==> src/design/gpe_consts.svh <==
// Purpose: Offsets, field positions, reset values for the GPIO edge block
// Assumes: Register indices are word indices; byte address = index * 4
// Notes:   Definitions only
// Summary of operation
// - Active edge on input pin sets flag
// - Write one clears flag, zero keeps
// - Flag and enable both set raise request
// - Eight flags, reset zero, always accessible
// - Data read: output value or live pin
// - Readback always shows pins, ignores writes
// - Only bits 7:6 exist, rest read zero
// - Direction zero input, one output
// - Readback may lag direction two cycles
// - Reduced drive one, ignored for inputs
// - Pull enable acts only on inputs
// - Polarity zero falling/pull-up, one rising/pull-down
// - Enable zero masks flag, one allows
// - Narrow port has per-pin interrupt enable
`ifndef GPE_CONSTS_SVH
`define GPE_CONSTS_SVH

`define GPE_IDX_WIDE_POL     6'h1D
`define GPE_IDX_WIDE_IEN     6'h1E
`define GPE_IDX_WIDE_FLAGS   6'h1F
`define GPE_IDX_NAR_DATA     6'h28
`define GPE_IDX_NAR_READBACK 6'h29
`define GPE_IDX_NAR_DIR      6'h2A
`define GPE_IDX_NAR_DRIVE    6'h2B
`define GPE_IDX_NAR_PULL     6'h2C
`define GPE_IDX_NAR_POL      6'h2D
`define GPE_IDX_NAR_IEN      6'h2E
`define GPE_IDX_NAR_FLAGS    6'h2F

`define GPE_NAR_LSB          3'd6
`define GPE_NAR_MSB          3'd7
`define GPE_RST_BYTE         8'h00
`define GPE_RST_NAR          2'h0
`define GPE_SYNC_STAGES      2
`define GPE_RESP_OKAY        2'h0
`define GPE_RESP_SLVERR      2'h2

`endif

==> src/design/gpe_pkg.sv <==
// Purpose: Shared types for the GPIO edge block
// Assumes: Constants live in gpe_consts.svh
// Notes:   One-hot write channel states
package gpe_pkg;
   typedef logic [7:0] gpe_byte_t;
   typedef logic [5:0] gpe_idx_t;
   typedef enum logic [1:0] {
      GPE_WR_IDLE = 2'b01,
      GPE_WR_RESP = 2'b10
   } gpe_wr_state_t;
endpackage

==> src/design/gpe_edge_if.sv <==
// Purpose: Carrier between the edge detector and the register core
// Assumes: One clock domain
// Notes:   Level is the synchronised pin level
`timescale 1ns/10ps
interface gpe_edge_if #(parameter int N = 8);
   logic [N-1:0] polarity;
   logic [N-1:0] level;
   logic [N-1:0] edge_hit;
   modport detect (input polarity, output level, output edge_hit);
   modport core   (output polarity, input level, input edge_hit);
endinterface

==> src/design/gpe_pin_sync.sv <==
// Purpose: Two-flop pin synchroniser and polarity-selected edge detector
// Assumes: Pins are asynchronous to aclk
// Notes:   Edge pulse lasts one cycle per transition
`timescale 1ns/10ps
module gpe_pin_sync #(
   parameter int N = 8
) (
   // Clock and reset
   input  wire logic         aclk,
   input  wire logic         aresetn,
   // Raw pins
   input  wire logic [N-1:0] pin_raw,
   // Core side
   gpe_edge_if.detect        edge_bus
);
   logic [N-1:0] sync_a;
   logic [N-1:0] sync_b;
   logic [N-1:0] sync_prev;

   // First stage feeds only the second stage
   always_ff @(posedge aclk) begin
      if (!aresetn) begin
         sync_a    <= '0;
         sync_b    <= '0;
         sync_prev <= '0;
      end else begin
         sync_a    <= pin_raw;
         sync_b    <= sync_a;
         sync_prev <= sync_b;
      end
   end

   assign edge_bus.level = sync_b;

   genvar g;
   generate
      for (g = 0; g < N; g++) begin : g_pin
         // Polarity one: rising, zero: falling
         assign edge_bus.edge_hit[g] = edge_bus.polarity[g] ?
            (sync_b[g] & ~sync_prev[g]) :
            (~sync_b[g] & sync_prev[g]);
      end
   endgenerate
endmodule

==> src/design/gpe_port_top.sv <==
// Purpose: Two-pin port and eight-pin port edge flags behind AXI4-Lite
// Assumes: Single 40 MHz clock, registers one per aligned word
// Notes:   Unmapped addresses answer SLVERR, reads of them return zero
`timescale 1ns/10ps
`include "gpe_consts.svh"
module gpe_port_top
   import gpe_pkg::*;
#(
   parameter int AW = 8,
   parameter int WN = 8,
   parameter int NN = 2
) (
   // Clock and reset
   input  wire logic          aclk,
   input  wire logic          aresetn,
   // AXI4-Lite write address
   input  wire logic [AW-1:0] awaddr,
   input  wire logic [2:0]    awprot,
   input  wire logic          awvalid,
   output      logic          awready,
   // AXI4-Lite write data
   input  wire logic [31:0]   wdata,
   input  wire logic [3:0]    wstrb,
   input  wire logic          wvalid,
   output      logic          wready,
   // AXI4-Lite write response
   output      logic [1:0]    bresp,
   output      logic          bvalid,
   input  wire logic          bready,
   // AXI4-Lite read address
   input  wire logic [AW-1:0] araddr,
   input  wire logic [2:0]    arprot,
   input  wire logic          arvalid,
   output      logic          arready,
   // AXI4-Lite read data
   output      logic [31:0]   rdata,
   output      logic [1:0]    rresp,
   output      logic          rvalid,
   input  wire logic          rready,
   // Eight-pin port inputs
   input  wire logic [WN-1:0] wide_pin_in,
   // Two-pin port pins (bits 7:6)
   input  wire logic [NN-1:0] nar_pin_in,
   output      logic [NN-1:0] nar_pin_out,
   output      logic [NN-1:0] nar_pin_oe,
   output      logic [NN-1:0] nar_reduced_drive,
   output      logic [NN-1:0] nar_pull_active,
   output      logic [NN-1:0] nar_pull_down,
   // Interrupt requests
   output      logic          irq_wide,
   output      logic          irq_narrow,
   output      logic          irq
);

   gpe_edge_if #(.N(WN)) wide_edge ();
   gpe_edge_if #(.N(NN)) nar_edge ();

   gpe_pin_sync #(.N(WN)) u_wide_sync (
      .aclk     (aclk),
      .aresetn  (aresetn),
      .pin_raw  (wide_pin_in),
      .edge_bus (wide_edge.detect)
   );

   gpe_pin_sync #(.N(NN)) u_nar_sync (
      .aclk     (aclk),
      .aresetn  (aresetn),
      .pin_raw  (nar_pin_in),
      .edge_bus (nar_edge.detect)
   );

   // Software-visible state
   logic [WN-1:0] wide_polarity_reg;
   logic [WN-1:0] wide_port_irq_enable;
   logic [WN-1:0] wide_port_irq_flags;
   logic [NN-1:0] narrow_port_data_reg;
   logic [NN-1:0] narrow_port_direction_reg;
   logic [NN-1:0] narrow_port_drive_reg;
   logic [NN-1:0] narrow_port_pull_enable_reg;
   logic [NN-1:0] narrow_port_polarity_reg;
   logic [NN-1:0] narrow_port_irq_enable;
   logic [NN-1:0] narrow_port_irq_flags;

   // Write channel state
   gpe_wr_state_t wr_state;
   logic          aw_held;
   logic          w_held;
   gpe_idx_t      aw_idx;
   logic          aw_bad;
   gpe_byte_t     w_byte;
   logic          w_lane0;
   logic          do_write;
   logic          wr_hit;
   logic [WN-1:0] wide_clear;
   logic [NN-1:0] nar_clear;
   logic [NN-1:0] nar_pin_now;
   gpe_byte_t     next_rdata;
   logic          next_rhit;
   gpe_idx_t      ar_idx;

   assign wide_edge.polarity = wide_polarity_reg;
   assign nar_edge.polarity  = narrow_port_polarity_reg;

   // Write address and data may arrive in either order
   assign awready  = (wr_state == GPE_WR_IDLE) && !aw_held;
   assign wready   = (wr_state == GPE_WR_IDLE) && !w_held;
   assign do_write = (wr_state == GPE_WR_IDLE) && aw_held && w_held;

   always_ff @(posedge aclk) begin
      if (!aresetn) begin
         aw_held <= 1'b0;
         aw_idx  <= '0;
         aw_bad  <= 1'b0;
      end else if (awvalid && awready) begin
         aw_held <= 1'b1;
         aw_idx  <= awaddr[7:2];
         aw_bad  <= (awaddr[1:0] != 2'h0);
      end else if (do_write) begin
         aw_held <= 1'b0;
      end
   end

   always_ff @(posedge aclk) begin
      if (!aresetn) begin
         w_held  <= 1'b0;
         w_byte  <= `GPE_RST_BYTE;
         w_lane0 <= 1'b0;
      end else if (wvalid && wready) begin
         w_held  <= 1'b1;
         w_byte  <= wdata[7:0];
         w_lane0 <= wstrb[0];
      end else if (do_write) begin
         w_held <= 1'b0;
      end
   end

   // Only byte lane 0 carries register data
   function automatic logic idx_mapped(input gpe_idx_t idx);
      return (idx == `GPE_IDX_WIDE_POL)     ||
             (idx == `GPE_IDX_WIDE_IEN)     ||
             (idx == `GPE_IDX_WIDE_FLAGS)   ||
             (idx == `GPE_IDX_NAR_DATA)     ||
             (idx == `GPE_IDX_NAR_READBACK) ||
             (idx == `GPE_IDX_NAR_DIR)      ||
             (idx == `GPE_IDX_NAR_DRIVE)    ||
             (idx == `GPE_IDX_NAR_PULL)     ||
             (idx == `GPE_IDX_NAR_POL)      ||
             (idx == `GPE_IDX_NAR_IEN)      ||
             (idx == `GPE_IDX_NAR_FLAGS);
   endfunction

   assign wr_hit = do_write && w_lane0 && !aw_bad;

   always_ff @(posedge aclk) begin
      if (!aresetn) begin
         wr_state <= GPE_WR_IDLE;
         bvalid   <= 1'b0;
         bresp    <= `GPE_RESP_OKAY;
      end else begin
         case (wr_state)
            GPE_WR_IDLE: begin
               if (do_write) begin
                  wr_state <= GPE_WR_RESP;
                  bvalid   <= 1'b1;
                  bresp    <= (idx_mapped(aw_idx) && !aw_bad) ?
                              `GPE_RESP_OKAY : `GPE_RESP_SLVERR;
               end
            end
            GPE_WR_RESP: begin
               if (bready) begin
                  wr_state <= GPE_WR_IDLE;
                  bvalid   <= 1'b0;
               end
            end
            default: begin
               wr_state <= GPE_WR_IDLE;
               bvalid   <= 1'b0;
            end
         endcase
      end
   end

   // Eight-pin port configuration
   always_ff @(posedge aclk) begin
      if (!aresetn) begin
         wide_polarity_reg    <= '0;
         wide_port_irq_enable <= '0;
      end else if (wr_hit) begin
         if (aw_idx == `GPE_IDX_WIDE_POL) begin
            wide_polarity_reg <= w_byte[WN-1:0];
         end else if (aw_idx == `GPE_IDX_WIDE_IEN) begin
            wide_port_irq_enable <= w_byte[WN-1:0];
         end
      end
   end

   // Two-pin port configuration, bits 7:6 only
   always_ff @(posedge aclk) begin
      if (!aresetn) begin
         narrow_port_data_reg        <= `GPE_RST_NAR;
         narrow_port_direction_reg   <= `GPE_RST_NAR;
         narrow_port_drive_reg       <= `GPE_RST_NAR;
         narrow_port_pull_enable_reg <= `GPE_RST_NAR;
         narrow_port_polarity_reg    <= `GPE_RST_NAR;
         narrow_port_irq_enable      <= `GPE_RST_NAR;
      end else if (wr_hit) begin
         if (aw_idx == `GPE_IDX_NAR_DATA) begin
            narrow_port_data_reg <= w_byte[`GPE_NAR_MSB:`GPE_NAR_LSB];
         end else if (aw_idx == `GPE_IDX_NAR_DIR) begin
            narrow_port_direction_reg <=
               w_byte[`GPE_NAR_MSB:`GPE_NAR_LSB];
         end else if (aw_idx == `GPE_IDX_NAR_DRIVE) begin
            narrow_port_drive_reg <= w_byte[`GPE_NAR_MSB:`GPE_NAR_LSB];
         end else if (aw_idx == `GPE_IDX_NAR_PULL) begin
            narrow_port_pull_enable_reg <=
               w_byte[`GPE_NAR_MSB:`GPE_NAR_LSB];
         end else if (aw_idx == `GPE_IDX_NAR_POL) begin
            narrow_port_polarity_reg <=
               w_byte[`GPE_NAR_MSB:`GPE_NAR_LSB];
         end else if (aw_idx == `GPE_IDX_NAR_IEN) begin
            narrow_port_irq_enable <=
               w_byte[`GPE_NAR_MSB:`GPE_NAR_LSB];
         end
      end
   end

   // Readback index accepts writes and drops them

   // Write-one-to-clear masks
   assign wide_clear = (wr_hit && aw_idx == `GPE_IDX_WIDE_FLAGS) ?
                       w_byte[WN-1:0] : '0;
   assign nar_clear  = (wr_hit && aw_idx == `GPE_IDX_NAR_FLAGS) ?
                       w_byte[`GPE_NAR_MSB:`GPE_NAR_LSB] : '0;

   // A new edge in the clearing cycle wins so no event is lost
   always_ff @(posedge aclk) begin
      if (!aresetn) begin
         wide_port_irq_flags <= '0;
      end else begin
         wide_port_irq_flags <= (wide_port_irq_flags & ~wide_clear) |
                                wide_edge.edge_hit;
      end
   end

   always_ff @(posedge aclk) begin
      if (!aresetn) begin
         narrow_port_irq_flags <= `GPE_RST_NAR;
      end else begin
         narrow_port_irq_flags <= (narrow_port_irq_flags & ~nar_clear) |
                                  nar_edge.edge_hit;
      end
   end

   // Synchronised levels lag the pins, so readback trails direction
   // changes by up to two cycles
   assign nar_pin_now = nar_edge.level;

   // Read path: registered data, one cycle after address acceptance
   assign arready = !rvalid;
   assign ar_idx  = araddr[7:2];

   always_comb begin
      next_rdata = `GPE_RST_BYTE;
      next_rhit  = (araddr[1:0] == 2'h0);
      if (ar_idx == `GPE_IDX_WIDE_POL) begin
         next_rdata = wide_polarity_reg;
      end else if (ar_idx == `GPE_IDX_WIDE_IEN) begin
         next_rdata = wide_port_irq_enable;
      end else if (ar_idx == `GPE_IDX_WIDE_FLAGS) begin
         next_rdata = wide_port_irq_flags;
      end else if (ar_idx == `GPE_IDX_NAR_DATA) begin
         next_rdata = {(narrow_port_direction_reg & narrow_port_data_reg) |
                       (~narrow_port_direction_reg & nar_pin_now),
                       6'h00};
      end else if (ar_idx == `GPE_IDX_NAR_READBACK) begin
         next_rdata = {nar_pin_now, 6'h00};
      end else if (ar_idx == `GPE_IDX_NAR_DIR) begin
         next_rdata = {narrow_port_direction_reg, 6'h00};
      end else if (ar_idx == `GPE_IDX_NAR_DRIVE) begin
         next_rdata = {narrow_port_drive_reg, 6'h00};
      end else if (ar_idx == `GPE_IDX_NAR_PULL) begin
         next_rdata = {narrow_port_pull_enable_reg, 6'h00};
      end else if (ar_idx == `GPE_IDX_NAR_POL) begin
         next_rdata = {narrow_port_polarity_reg, 6'h00};
      end else if (ar_idx == `GPE_IDX_NAR_IEN) begin
         next_rdata = {narrow_port_irq_enable, 6'h00};
      end else if (ar_idx == `GPE_IDX_NAR_FLAGS) begin
         next_rdata = {narrow_port_irq_flags, 6'h00};
      end else begin
         next_rhit = 1'b0;
      end
      if (!next_rhit) begin
         next_rdata = `GPE_RST_BYTE;
      end
   end

   always_ff @(posedge aclk) begin
      if (!aresetn) begin
         rvalid <= 1'b0;
         rdata  <= 32'h0000_0000;
         rresp  <= `GPE_RESP_OKAY;
      end else if (arvalid && arready) begin
         rvalid <= 1'b1;
         rdata  <= {24'h00_0000, next_rdata};
         rresp  <= next_rhit ? `GPE_RESP_OKAY : `GPE_RESP_SLVERR;
      end else if (rvalid && rready) begin
         rvalid <= 1'b0;
      end
   end

   // Pad controls; nar_pin_out and nar_pin_oe come straight from configuration flops
   assign nar_pin_out = narrow_port_data_reg;
   assign nar_pin_oe  = narrow_port_direction_reg;
   // Reduced drive means nothing while the pin is an input
   assign nar_reduced_drive = narrow_port_drive_reg &
                              narrow_port_direction_reg;
   // No wired-or mode here, so every output is push-pull and unpulled
   assign nar_pull_active = narrow_port_pull_enable_reg &
                            ~narrow_port_direction_reg;
   assign nar_pull_down   = narrow_port_polarity_reg;

   // Interrupt requests, level, one per port
   assign irq_wide   = |(wide_port_irq_flags &
                         wide_port_irq_enable);
   assign irq_narrow = |(narrow_port_irq_flags &
                         narrow_port_irq_enable);
   assign irq        = irq_wide | irq_narrow;

endmodule

==> config.mk <==
export PLATFORM = sky130hd
export DESIGN_NAME = gpe_port_top
export DESIGN_NICKNAME = d
export VERILOG_FILES = /design/src/design/gpe_pkg.sv /design/src/design/gpe_edge_if.sv /design/src/design/gpe_pin_sync.sv /design/src/design/gpe_port_top.sv
export VERILOG_INCLUDE_DIRS = /design/src /design/src/design
export SDC_FILE = /design/constraint.sdc
export NUM_CORES = 1
export LEC_CHECK = 0
export BUFFER_PORTS_ARGS = -buffer_cell sky130_fd_sc_hd__buf_2
export CAP_MARGIN = 10
export CORE_ASPECT_RATIO = 0.9
export CORE_MARGIN = 3
export CORE_UTILIZATION = 40
export DETAILED_ROUTE_END_ITERATION = 10
export PLACE_DENSITY = 0.67
export SLEW_MARGIN = 20
export SYNTH_ARGS = -nofsm -noshare
export SYNTH_HDL_FRONTEND = slang
export SYNTH_SLANG_ARGS = --single-unit
==> constraint.sdc <==
create_clock -name aclk -period 1.4 [get_ports aclk]
set_input_delay 0.14 -clock aclk [delete_from_list [all_inputs] [get_ports aclk]]
set_output_delay 0.14 -clock aclk [all_outputs]
set_load 0.01 [all_outputs]
==> results of run 1 <==
## metrics by stage
step                total power [mW]  hold slack, ps
global route                    6.39            17.3
floorplan                       3.37             267
detailed placement              3.55             349
CTS                             6.17           0.260
finish                          6.14            10.2
global placement                3.53             350
## critical path, delay by kind of cell (launching register included)
family / cells / cell delay (ps)
multiplexers: 1 / 210
buffers and inverters: 1 / 130
flip-flops: 1 / 310
AND/OR/NAND/NOR: 4 / 810
## layer usage
metal	share of wire (%)	wire [um]
met2	43	4250
met4	2.8	279
met5	0	0
met1	49	4780
met3	4.9	481
## cells by family (layout without fill, tap and decap cells)
family | count (synthesis) | in the layout | share of synthesized area (%)
AND/OR/NAND/NOR | 194 | 194 | 24.9
AO/OA/AOI/OAI | 72 | 72 | 11.9
other | 1 | 26 | 0.0859
flip-flops | 99 | 99 | 45.4
buffers and inverters | 50 | 140 | 6.90
multiplexers | 45 | 45 | 10.8
## final timing paths
path | endpoint | cells past startpoint
min | u_wide_sync.sync_a[0] | 2
max reg2reg | wide_port_irq_enable[6] | 6
min reg2reg | u_wide_sync.edge_bus.level[2] | 1
max | wide_port_irq_enable[6] | 6
## area by class of cell
class,count,area share [%]
Tap cell,129,2.89
Inverter,4,0.269
Sequential cell,99,35.7
Clock buffer,9,4.04
Multi-Input combinational cell,337,41.3
Clock inverter,6,1.57
Timing Repair Buffer,121,14.3
## cells in the final DEF (no fill, tap or decap), types with 10 or more instances in the layout
cell type	count
nand2_1	46
conb_1	26
dfxtp_1	92
o21ai_0	10
buf_2	68
nor2_1	11
and2_1	33
nor2b_1	36
nor3b_1	10
buf_4	40
mux2i_1	37
## timing repair
item                                    4_1_cts  5_1_grt
buffers inserted                              4        1
endpoints found under the setup margin       52       57
hold endpoints to repair                      6        0
gates resized for setup                      28       34
hold buffers                                  6        0
cloned                                        0        1
pin swaps                                     8       14
## power groups by stage
stage / combinational [mW] / clock, mW / sequential, mW
final: 0.550 / 2.61 / 2.98
after global routing: 0.616 / 2.78 / 2.99
after global placement: 0.495 / 0 / 3.04
after detailed placement: 0.504 / 0 / 3.04
after CTS: 0.526 / 2.66 / 2.98
after floorplan: 0.342 / 0 / 3.02
==> results by group, run 1 <==
Drt
  – 1st-iter DRT viols: 173
  – Final ANT Viol Nets: 0
  – Vias after detailed routing: 3450
  – Drt total wl: 9.80 mm
  – Vias per inst: 4.89
  – DRC: 0
  – Routed length per placed instance: 13.9 um
  – First-pass DRT Iterations: 4

Clock network
  – CTS max path bufs: 2
  – CTS root buf: clkbuf_16
  – CTS tree: built
  – Clk_lat worst skew: 340 ps
  – Num CTS Buffers: 9
  – H-tree depth: 3
  – Clock slew at reported path FFs: 70 ps
  – Clock sinks: 99

Worst setup path
  – RR Startpoint: bvalid
  – Arr. time, crit path: 1800 ps
  – Slowest stage delay, CP: 350 ps
  – CP Launch Type: register
  – CP max stage cell: and4b_4
  – Register-to-register setup slack: -190 ps
  – Largest fanout on the critical path: 8
  – CP cell instances: and4b_4 > and2_1 > and3_4 > buf_12 > mux2i_1 > nor2b_1
  – WP data required: 1620 ps
  – Critical path class: register to register
  – CP startpoint: bvalid
  – Worst Setup End Kind: register

STA
  – Final setup vio count: 40
  – Setup TNS: -4750 ps
  – Worst-Margin Slew: 517 ps
  – Layout Skew: 9.95 ps
  – RSZ-0062 raised after global routing: true
  – Fin crit share: 113%
  – Fin worst setup slack: -186 ps
  – Min cycle time layout: 1590 ps
  – Relative slew slack: 65.6%
  – Max frequency: 631 MHz
  – Hold Fails Final Rpt: 0
  – Pins Over Slew Limit: 0

Logic synthesis
  – Asr flop ratio synth: 0%
  – Synth area leaders: dfxtp_1, mux2i_1, nor2b_1
  – Largest area contributor in the netlist: dfxtp_1
  – Sequential-to-total area share from yosys stat: 45.4%
  – Synth Cell Area: 4370 um2
  – Cell variety after synth: 40
  – Flops & latches, synth: 99
  – Post-synth EDFFs: 0
  – Yosys synthesis warning count: 0
  – Count leader, synth: dfxtp_1
  – Avg Inst Size Synth: 9.47 um2
  – Post-Synthesis Cells: 461
  – Top post-synthesis cells by count: dfxtp_1, nand2_1, nor2b_1
  – Post-synth top area share: 45.4%
  – Post-synth top flop: dfxtp_1

Die
  – Starting Density: 41.9%
  – # rows: 35
  – Die width: 116 um
  – Die height: 105 um
  – I/O pin cnt: 129
  – Die area: 12200 um2
  – CORE AREA: 10400 um2

Layout
  – Final cell count without fillers: 705
  – Register Area: 1990 um2
  – Multi-input gate area: 2300 um2
  – Fin area: 5580 um2
  – Ant diodes: 0
  – Area growth from synthesis to final layout: 27.7%
  – Fill cell total of the finished layout: 947
  – Post-layout nets: 647
  – Layout cells sized above 1: 30.9%
  – Final core utilization: 53.5%

GRT
  – GRT Max-Usage Layer: met2
  – Largest net degree at the start of global routing: 67
  – Vias in the first global route: 3270
  – Global-route wire length before repair: 16.0 mm
  – Initial antenna violation count: 0
  – M1 GR Usage: 23.4%
  – Global route overflow: 0
  – Total track usage: 16.3%
  – Met3 GRT Util: 2.03%
  – Met2 Use GR: 24.4%

Placed design
  – I/O Buffers: 69
  – Post-place setup slack: -204 ps
  – Post-DP HPWL: 7.10 mm
  – Placer congestion estimate: 0.804
  – Placed cell count: 679
  – Dpl cell area: 5020 um2

Power
  – Peak VDD IR: 762 uV
  – Flop pwr share: 48.5%
  – Leak Pwr: 2.47 nW
  – Logic pwr share: 9.0%
  – Power Density: 1100 nW/um2
  – Net Sw Power: 1.40 mW
  – Clock Power Share: 42.5%
  – Sw frac: 22.8%
  – Int Power: 4.75 mW

Run status
  – Failing checks: negative setup slack
  – Status: complete, but fails checks

Min path
  – Hold path start: wide_pin_in[0]
  – Hold crit path type: input pin to register

Run
  – Max-cap viol count: 0
Note: power is estimated with default switching activity, not from simulation.
==> inputs of run 2 (changes only) <==
CORE_ASPECT_RATIO = not set   (was 0.9)
==> results by group, run 2 (synthesized netlist as in run 1, its figures left out) <==
Worst setup path
  – RR Startpoint: bvalid
  – Critical Path End: irq
  – Critical path class: register to primary output
  – RR Endpoint: wide_edge.polarity[3]
  – WP data required: 1260 ps (-360 ps)
  – Slowest stage delay, CP: 340 ps (about the same)
  – R2R depth: 5 (-1)
  – Largest fanout on the critical path: 2 (-6)
  – CP cell instances: a22oi_2 > nand4_1 > or2_4 > buf_6
  – CP Launch Type: register
  – Register-to-register setup slack: -180 ps (about the same)
  – CP startpoint: wide_port_irq_enable[4]
  – CP max stage cell: dfxtp_2
  – Worst Setup End Kind: primary output
  – Arr. time, crit path: 1480 ps (-320 ps)

Power
  – Total power: 5.39 mW (-12%)
  – Peak VDD IR: 492 uV (-35%)
  – Leak Pwr: 2.44 nW (-1.2%)
  – Power Density: 967 nW/um2 (-12%)

STA
  – Final setup vio count: 40 (unchanged)
  – Fin worst setup slack: -223 ps (-37.3 ps)
  – Setup TNS: -4730 ps (+20.3 ps)
  – Pins Over Slew Limit: 0 (unchanged)
  – RSZ-0062 raised after global routing: true
  – Layout Skew: 12.0 ps (+2.10 ps)
  – Hold Fails Final Rpt: 0 (unchanged)
  – Fin crit share: 116% (+2.7 points)
  – WHS: 13.2 ps (+2.96 ps)
  – Min cycle time layout: 1620 ps (+37.3 ps)
  – Max frequency: 616 MHz (-2.3%)

Die
  – Die area: 12200 um2 (about the same)
  – # rows: 37 (+5.7%)
  – Starting Density: 41.7% (-0.16 points)
  – Die height: 111 um (+5.1%)
  – CORE AREA: 10500 um2 (+0.38%)
  – I/O pin cnt: 129 (unchanged)
  – Die width: 111 um (-4.9%)

Run
  – Max-cap viol count: 0 (unchanged)

Placed design
  – Post-DP HPWL: 6.81 mm (-4.0%)
  – Post-place setup slack: -208 ps (-3.16 ps)
  – Placer congestion estimate: 0.832 (+3.4%)
  – Dpl cell area: 5010 um2 (about the same)
  – I/O Buffers: 69 (unchanged)

Layout
  – Ant diodes: 0 (unchanged)
  – Area growth from synthesis to final layout: 27.5%
  – Fill cell total of the finished layout: 963 (+1.7%)
  – Fin area: 5570 um2 (-0.16%)
  – Most frequent cells in the layout: dfxtp_1, buf_2, nand2_1
  – Layout cells sized above 1: 32.4% (+1.5 points)
  – Most common cell after layout, fill and taps aside: dfxtp_1
  – Post-layout nets: 651 (+0.62%)

Drt
  – 1st-iter DRT viols: 160 (-7.5%)
  – Vias per inst: 4.82 (-1.5%)
  – Vias after detailed routing: 3452 (+0.058%)
  – Routed length per placed instance: 13.6 um (-2.0%)
  – First-pass DRT Iterations: 4 (unchanged)
  – Drt total wl: 9.75 mm (-0.43%)
  – Final ANT Viol Nets: 0 (unchanged)
  – DRC: 0 (unchanged)

Clock network
  – Clock slew at reported path FFs: 100 ps (+30 ps)
  – CTS root buf: clkbuf_8
  – CTS tree: built
  – Num CTS Buffers: 9 (unchanged)
  – H-tree depth: 3 (unchanged)
  – CTS max path bufs: 2 (unchanged)
  – Clk_lat worst skew: 360 ps (+20 ps)
  – Clock sinks: 99 (unchanged)

GRT
  – Initial antenna violation count: 0 (unchanged)
  – Vias in the first global route: 3300 (+0.92%)
  – Total track usage: 15.7% (-0.67 points)
  – Global route overflow: 0 (unchanged)
  – Global-route wire length before repair: 15.8 mm (-1.1%)
  – Largest net degree at the start of global routing: 92 (+37%)

Run status
  – Status: complete, but fails checks
  – Failing checks: negative setup slack

Min path
  – Hold crit path type: input pin to register
-- run 2: cell count changes in the layout (fill, tap and decap cells not counted), sizes merged --
cell	delta
clkinvlp	+1
buf	-1
clkbuf	+2
inv	-2
dlygate4sd3	+5
bufinv	-1
-- run 2: how the worst min path moves through the flow --
stage | start | to | slack (ps) | cells past startpoint
after floorplan | nar_pin_in[0] | u_nar_sync.sync_a[0] | 270 | 1
after global placement | wide_pin_in[6] | u_wide_sync.sync_a[6] | 350 | 2
after detailed placement | nar_pin_in[1] | u_nar_sync.sync_a[1] | 350 | 2
after CTS | arvalid | rvalid | 0.9 | 2
after global routing | arvalid | rvalid | 4 | 2
final | wdata[4] | w_byte[4] | 10 | 3
-- run 2: layout make-up --
class                   count  area [um2]  share of cell area (%)
clock buffers              11         141                    2.54
clock inverters             4        51.3                   0.921
inverters                   4        15.0                   0.270
multi-input cells         337        2340                    42.1
flip-flops and latches     99        1990                    35.8
well taps                 136         170                    3.05
repair buffers            125         855                    15.3
-- run 2: layer usage --
metal | vias up | part of all wire, % | wire, um | GRT usage [%]
met5 | - | 0 | 0 | 0
met4 | 0 | 1.5 | 147 | 5.34
met3 | 12 | 4.3 | 423 | 3.67
met2 | 83 | 46 | 4470 | 24.3
met1 | 1603 | 48 | 4710 | 21.4
li1 | 1754 | - | - | -
-- run 2: power breakdown --
group / internal, mW / switching [mW] / total [mW]
sequential: 2.91 / 0.0723 / 2.98
combinational: 0.294 / 0.284 / 0.579
clock: 0.867 / 0.963 / 1.83
-- run 2: metrics by stage --
step                instances  util (%)
finish                    716      53.2
global route              716      53.2
CTS                       712      52.2
detailed placement        683      47.9
global placement          683      47.9
floorplan                 486         -
-- run 2: critical path: cells and delay by family (launching register included) --
| family | cells | cell delay (ps) |
|---|---|---|
| flops | 1 | 340 |
| buf+inv | 1 | 120 |
| compound gates | 1 | 190 |
| simple gates | 2 | 480 |
-- run 2: timing repair --
action	4_1_cts	5_1_grt
hold buffers	10	1
resized for setup	55	25
pin swaps	16	8
buffers inserted	5	3
endpoints found under the setup margin	55	58
cloned	0	1
endpoints found under the hold margin	10	1
==> inputs of run 3 (changes only) <==
HOLD_SLACK_MARGIN = 0.02   (was not set)
==> results by group, run 3 (synthesized netlist as in run 1, its figures left out) <==
Drt
  – Drt total wl: 9.88 mm (+1.3%)
  – Final ANT Viol Nets: 0 (unchanged)
  – DRC: 0 (unchanged)
  – Vias after detailed routing: 3486 (+0.98%)
  – Vias per inst: 4.83 (+0.15%)
  – 1st-iter DRT viols: 143 (-11%)
  – First-pass DRT Iterations: 4 (unchanged)
  – Routed length per placed instance: 13.7 um (+0.45%)

Min path
  – Hold depth: 3 (unchanged)
  – Hold crit path type: input pin to register

Die
  – Die width: 111 um (unchanged)
  – Die height: 111 um (unchanged)
  – # rows: 37 (unchanged)
  – I/O pin cnt: 129 (unchanged)
  – Die area: 12200 um2 (unchanged)
  – Starting Density: 41.7% (unchanged)
  – CORE AREA: 10500 um2 (unchanged)

Placed design
  – Dpl cell area: 5010 um2 (unchanged)
  – Placer congestion estimate: 0.832 (unchanged)
  – Post-place setup slack: -208 ps (unchanged)
  – Placed cell count: 683 (unchanged)
  – Post-DP HPWL: 6.81 mm (unchanged)
  – I/O Buffers: 69 (unchanged)

Worst setup path
  – CP cell instances: a22oi_2 > nand4_1 > or2_4 > buf_6
  – Critical path class: register to primary output
  – Slowest stage delay, CP: 340 ps (about the same)
  – Levels on crit path: 4 (unchanged)
  – Bufs and invs on worst path: 1 (unchanged)
  – CP max stage cell: dfxtp_2
  – R2R depth: 5 (unchanged)
  – WP data required: 1260 ps (about the same)
  – CP top delay family: simple AND/OR/NAND/NOR gates
  – CP Launch Type: register
  – Worst Setup End Kind: primary output
  – Largest fanout on the critical path: 2 (unchanged)
  – Arr. time, crit path: 1480 ps (about the same)

Clock network
  – CTS tree: built
  – CTS root buf: clkbuf_8
  – Clk_lat worst skew: 360 ps (about the same)
  – Clock sinks: 99 (unchanged)
  – CTS max path bufs: 2 (unchanged)
  – Num CTS Buffers: 9 (unchanged)
  – H-tree depth: 3 (unchanged)
  – Clock slew at reported path FFs: 90 ps (about the same)

Power
  – Power Density: 959 nW/um2 (-0.79%)
  – Leak Pwr: 2.47 nW (+1.0%)
  – Total power: 5.40 mW (+0.28%)
  – Peak VDD IR: 492 uV (about the same)

Layout
  – Final core utilization: 53.8% (+0.57 points)
  – Most frequent cells in the layout: dfxtp_1, buf_2, nand2_1
  – Layout cells sized above 1: 32.1% (-0.33 points)
  – Post-layout nets: 657 (+0.92%)
  – Fin area: 5630 um2 (+1.1%)
  – Ant diodes: 0 (unchanged)
  – Area growth from synthesis to final layout: 28.9%
  – Final cell count without fillers: 722 (+0.84%)
  – Most common cell after layout, fill and taps aside: dfxtp_1

GRT
  – Total track usage: 15.9% (+0.25 points)
  – Global route overflow: 0 (unchanged)
  – Largest net degree at the start of global routing: 92 (unchanged)
  – Initial antenna violation count: 0 (unchanged)
  – Vias in the first global route: 3316 (+0.48%)
  – Global-route wire length before repair: 16.0 mm (+1.4%)

Run status
  – Status: complete, but fails checks
  – Failing checks: negative setup slack

Run
  – Max-cap viol count: 0 (unchanged)

STA
  – Fin crit share: 116% (about the same)
  – Min cycle time layout: 1620 ps (-0.397 ps)
  – Fin worst setup slack: -223 ps (+0.397 ps)
  – Hold Fails Final Rpt: 0 (unchanged)
  – Final setup vio count: 40 (unchanged)
  – Pins Over Slew Limit: 0 (unchanged)
  – Layout Skew: 11.3 ps (-0.709 ps)
  – Max frequency: 616 MHz (about the same)
  – RSZ-0062 raised after global routing: true
[run 3: changes by cell type in the layout (fill, tap and decap cells not counted), sizes merged]
cell         change
dlygate4sd3      +6
[run 3: path summary, 6_finish.rpt]
path | to | startpoint | slack [ps]
worst max-delay path | irq | wide_port_irq_enable[4] | -220
worst min register to register | u_wide_sync.edge_bus.level[7] | u_wide_sync.sync_a[7] | 440
worst max register to register | wide_edge.polarity[3] | bvalid | -180
worst min-delay path | w_byte[6] | wdata[6] | 30
[run 3: worst register-to-register path, cell delays in order, from the launching register on]
cell and delay (ps):
dfxtp_2 320, and4b_4 350, nand3_2 90, or3b_4 480, mux2i_1 190, nor2b_1 60
[run 3: what timing repair did]
item | 4_1_cts | 5_1_grt
cloned | 0 | 1
pin swaps | 16 | 8
hold endpoints to repair | 17 | 0
hold buffers | 17 | 0
endpoints found under the setup margin | 55 | 58
setup buffers | 5 | 3
gates resized for setup | 55 | 25
[run 3: through the flow]
stage | hold slack (ps) | setup TNS (ps)
after floorplan | 267 | -2340
after global routing | 30.2 | -7830
final | 32.6 | -4650
after global placement | 350 | -5020
after detailed placement | 349 | -5950
after CTS | 23.1 | -4570
[run 3: power breakdown]
part	switching, mW	internal (mW)
Combinational	0.287	0.305
Clock	0.963	0.867
Sequential	0.0726	2.91
[run 3: area by class of cell]
type / instances / area (um2)
Clock buffer: 11 / 141
Clock inverter: 4 / 51.3
Fill cell: 960 / 4830
Inverter: 4 / 15.0
Multi-Input combinational cell: 337 / 2340
Sequential cell: 99 / 1990
Tap cell: 136 / 170
Timing Repair Buffer: 131 / 915
[run 3: per-layer routing]
layer | routed length, um | global-route usage, %
met2 | 4590 | 25.0
met5 | 0 | 0
met4 | 147 | 5.34
met1 | 4670 | 21.5
met3 | 481 | 3.73
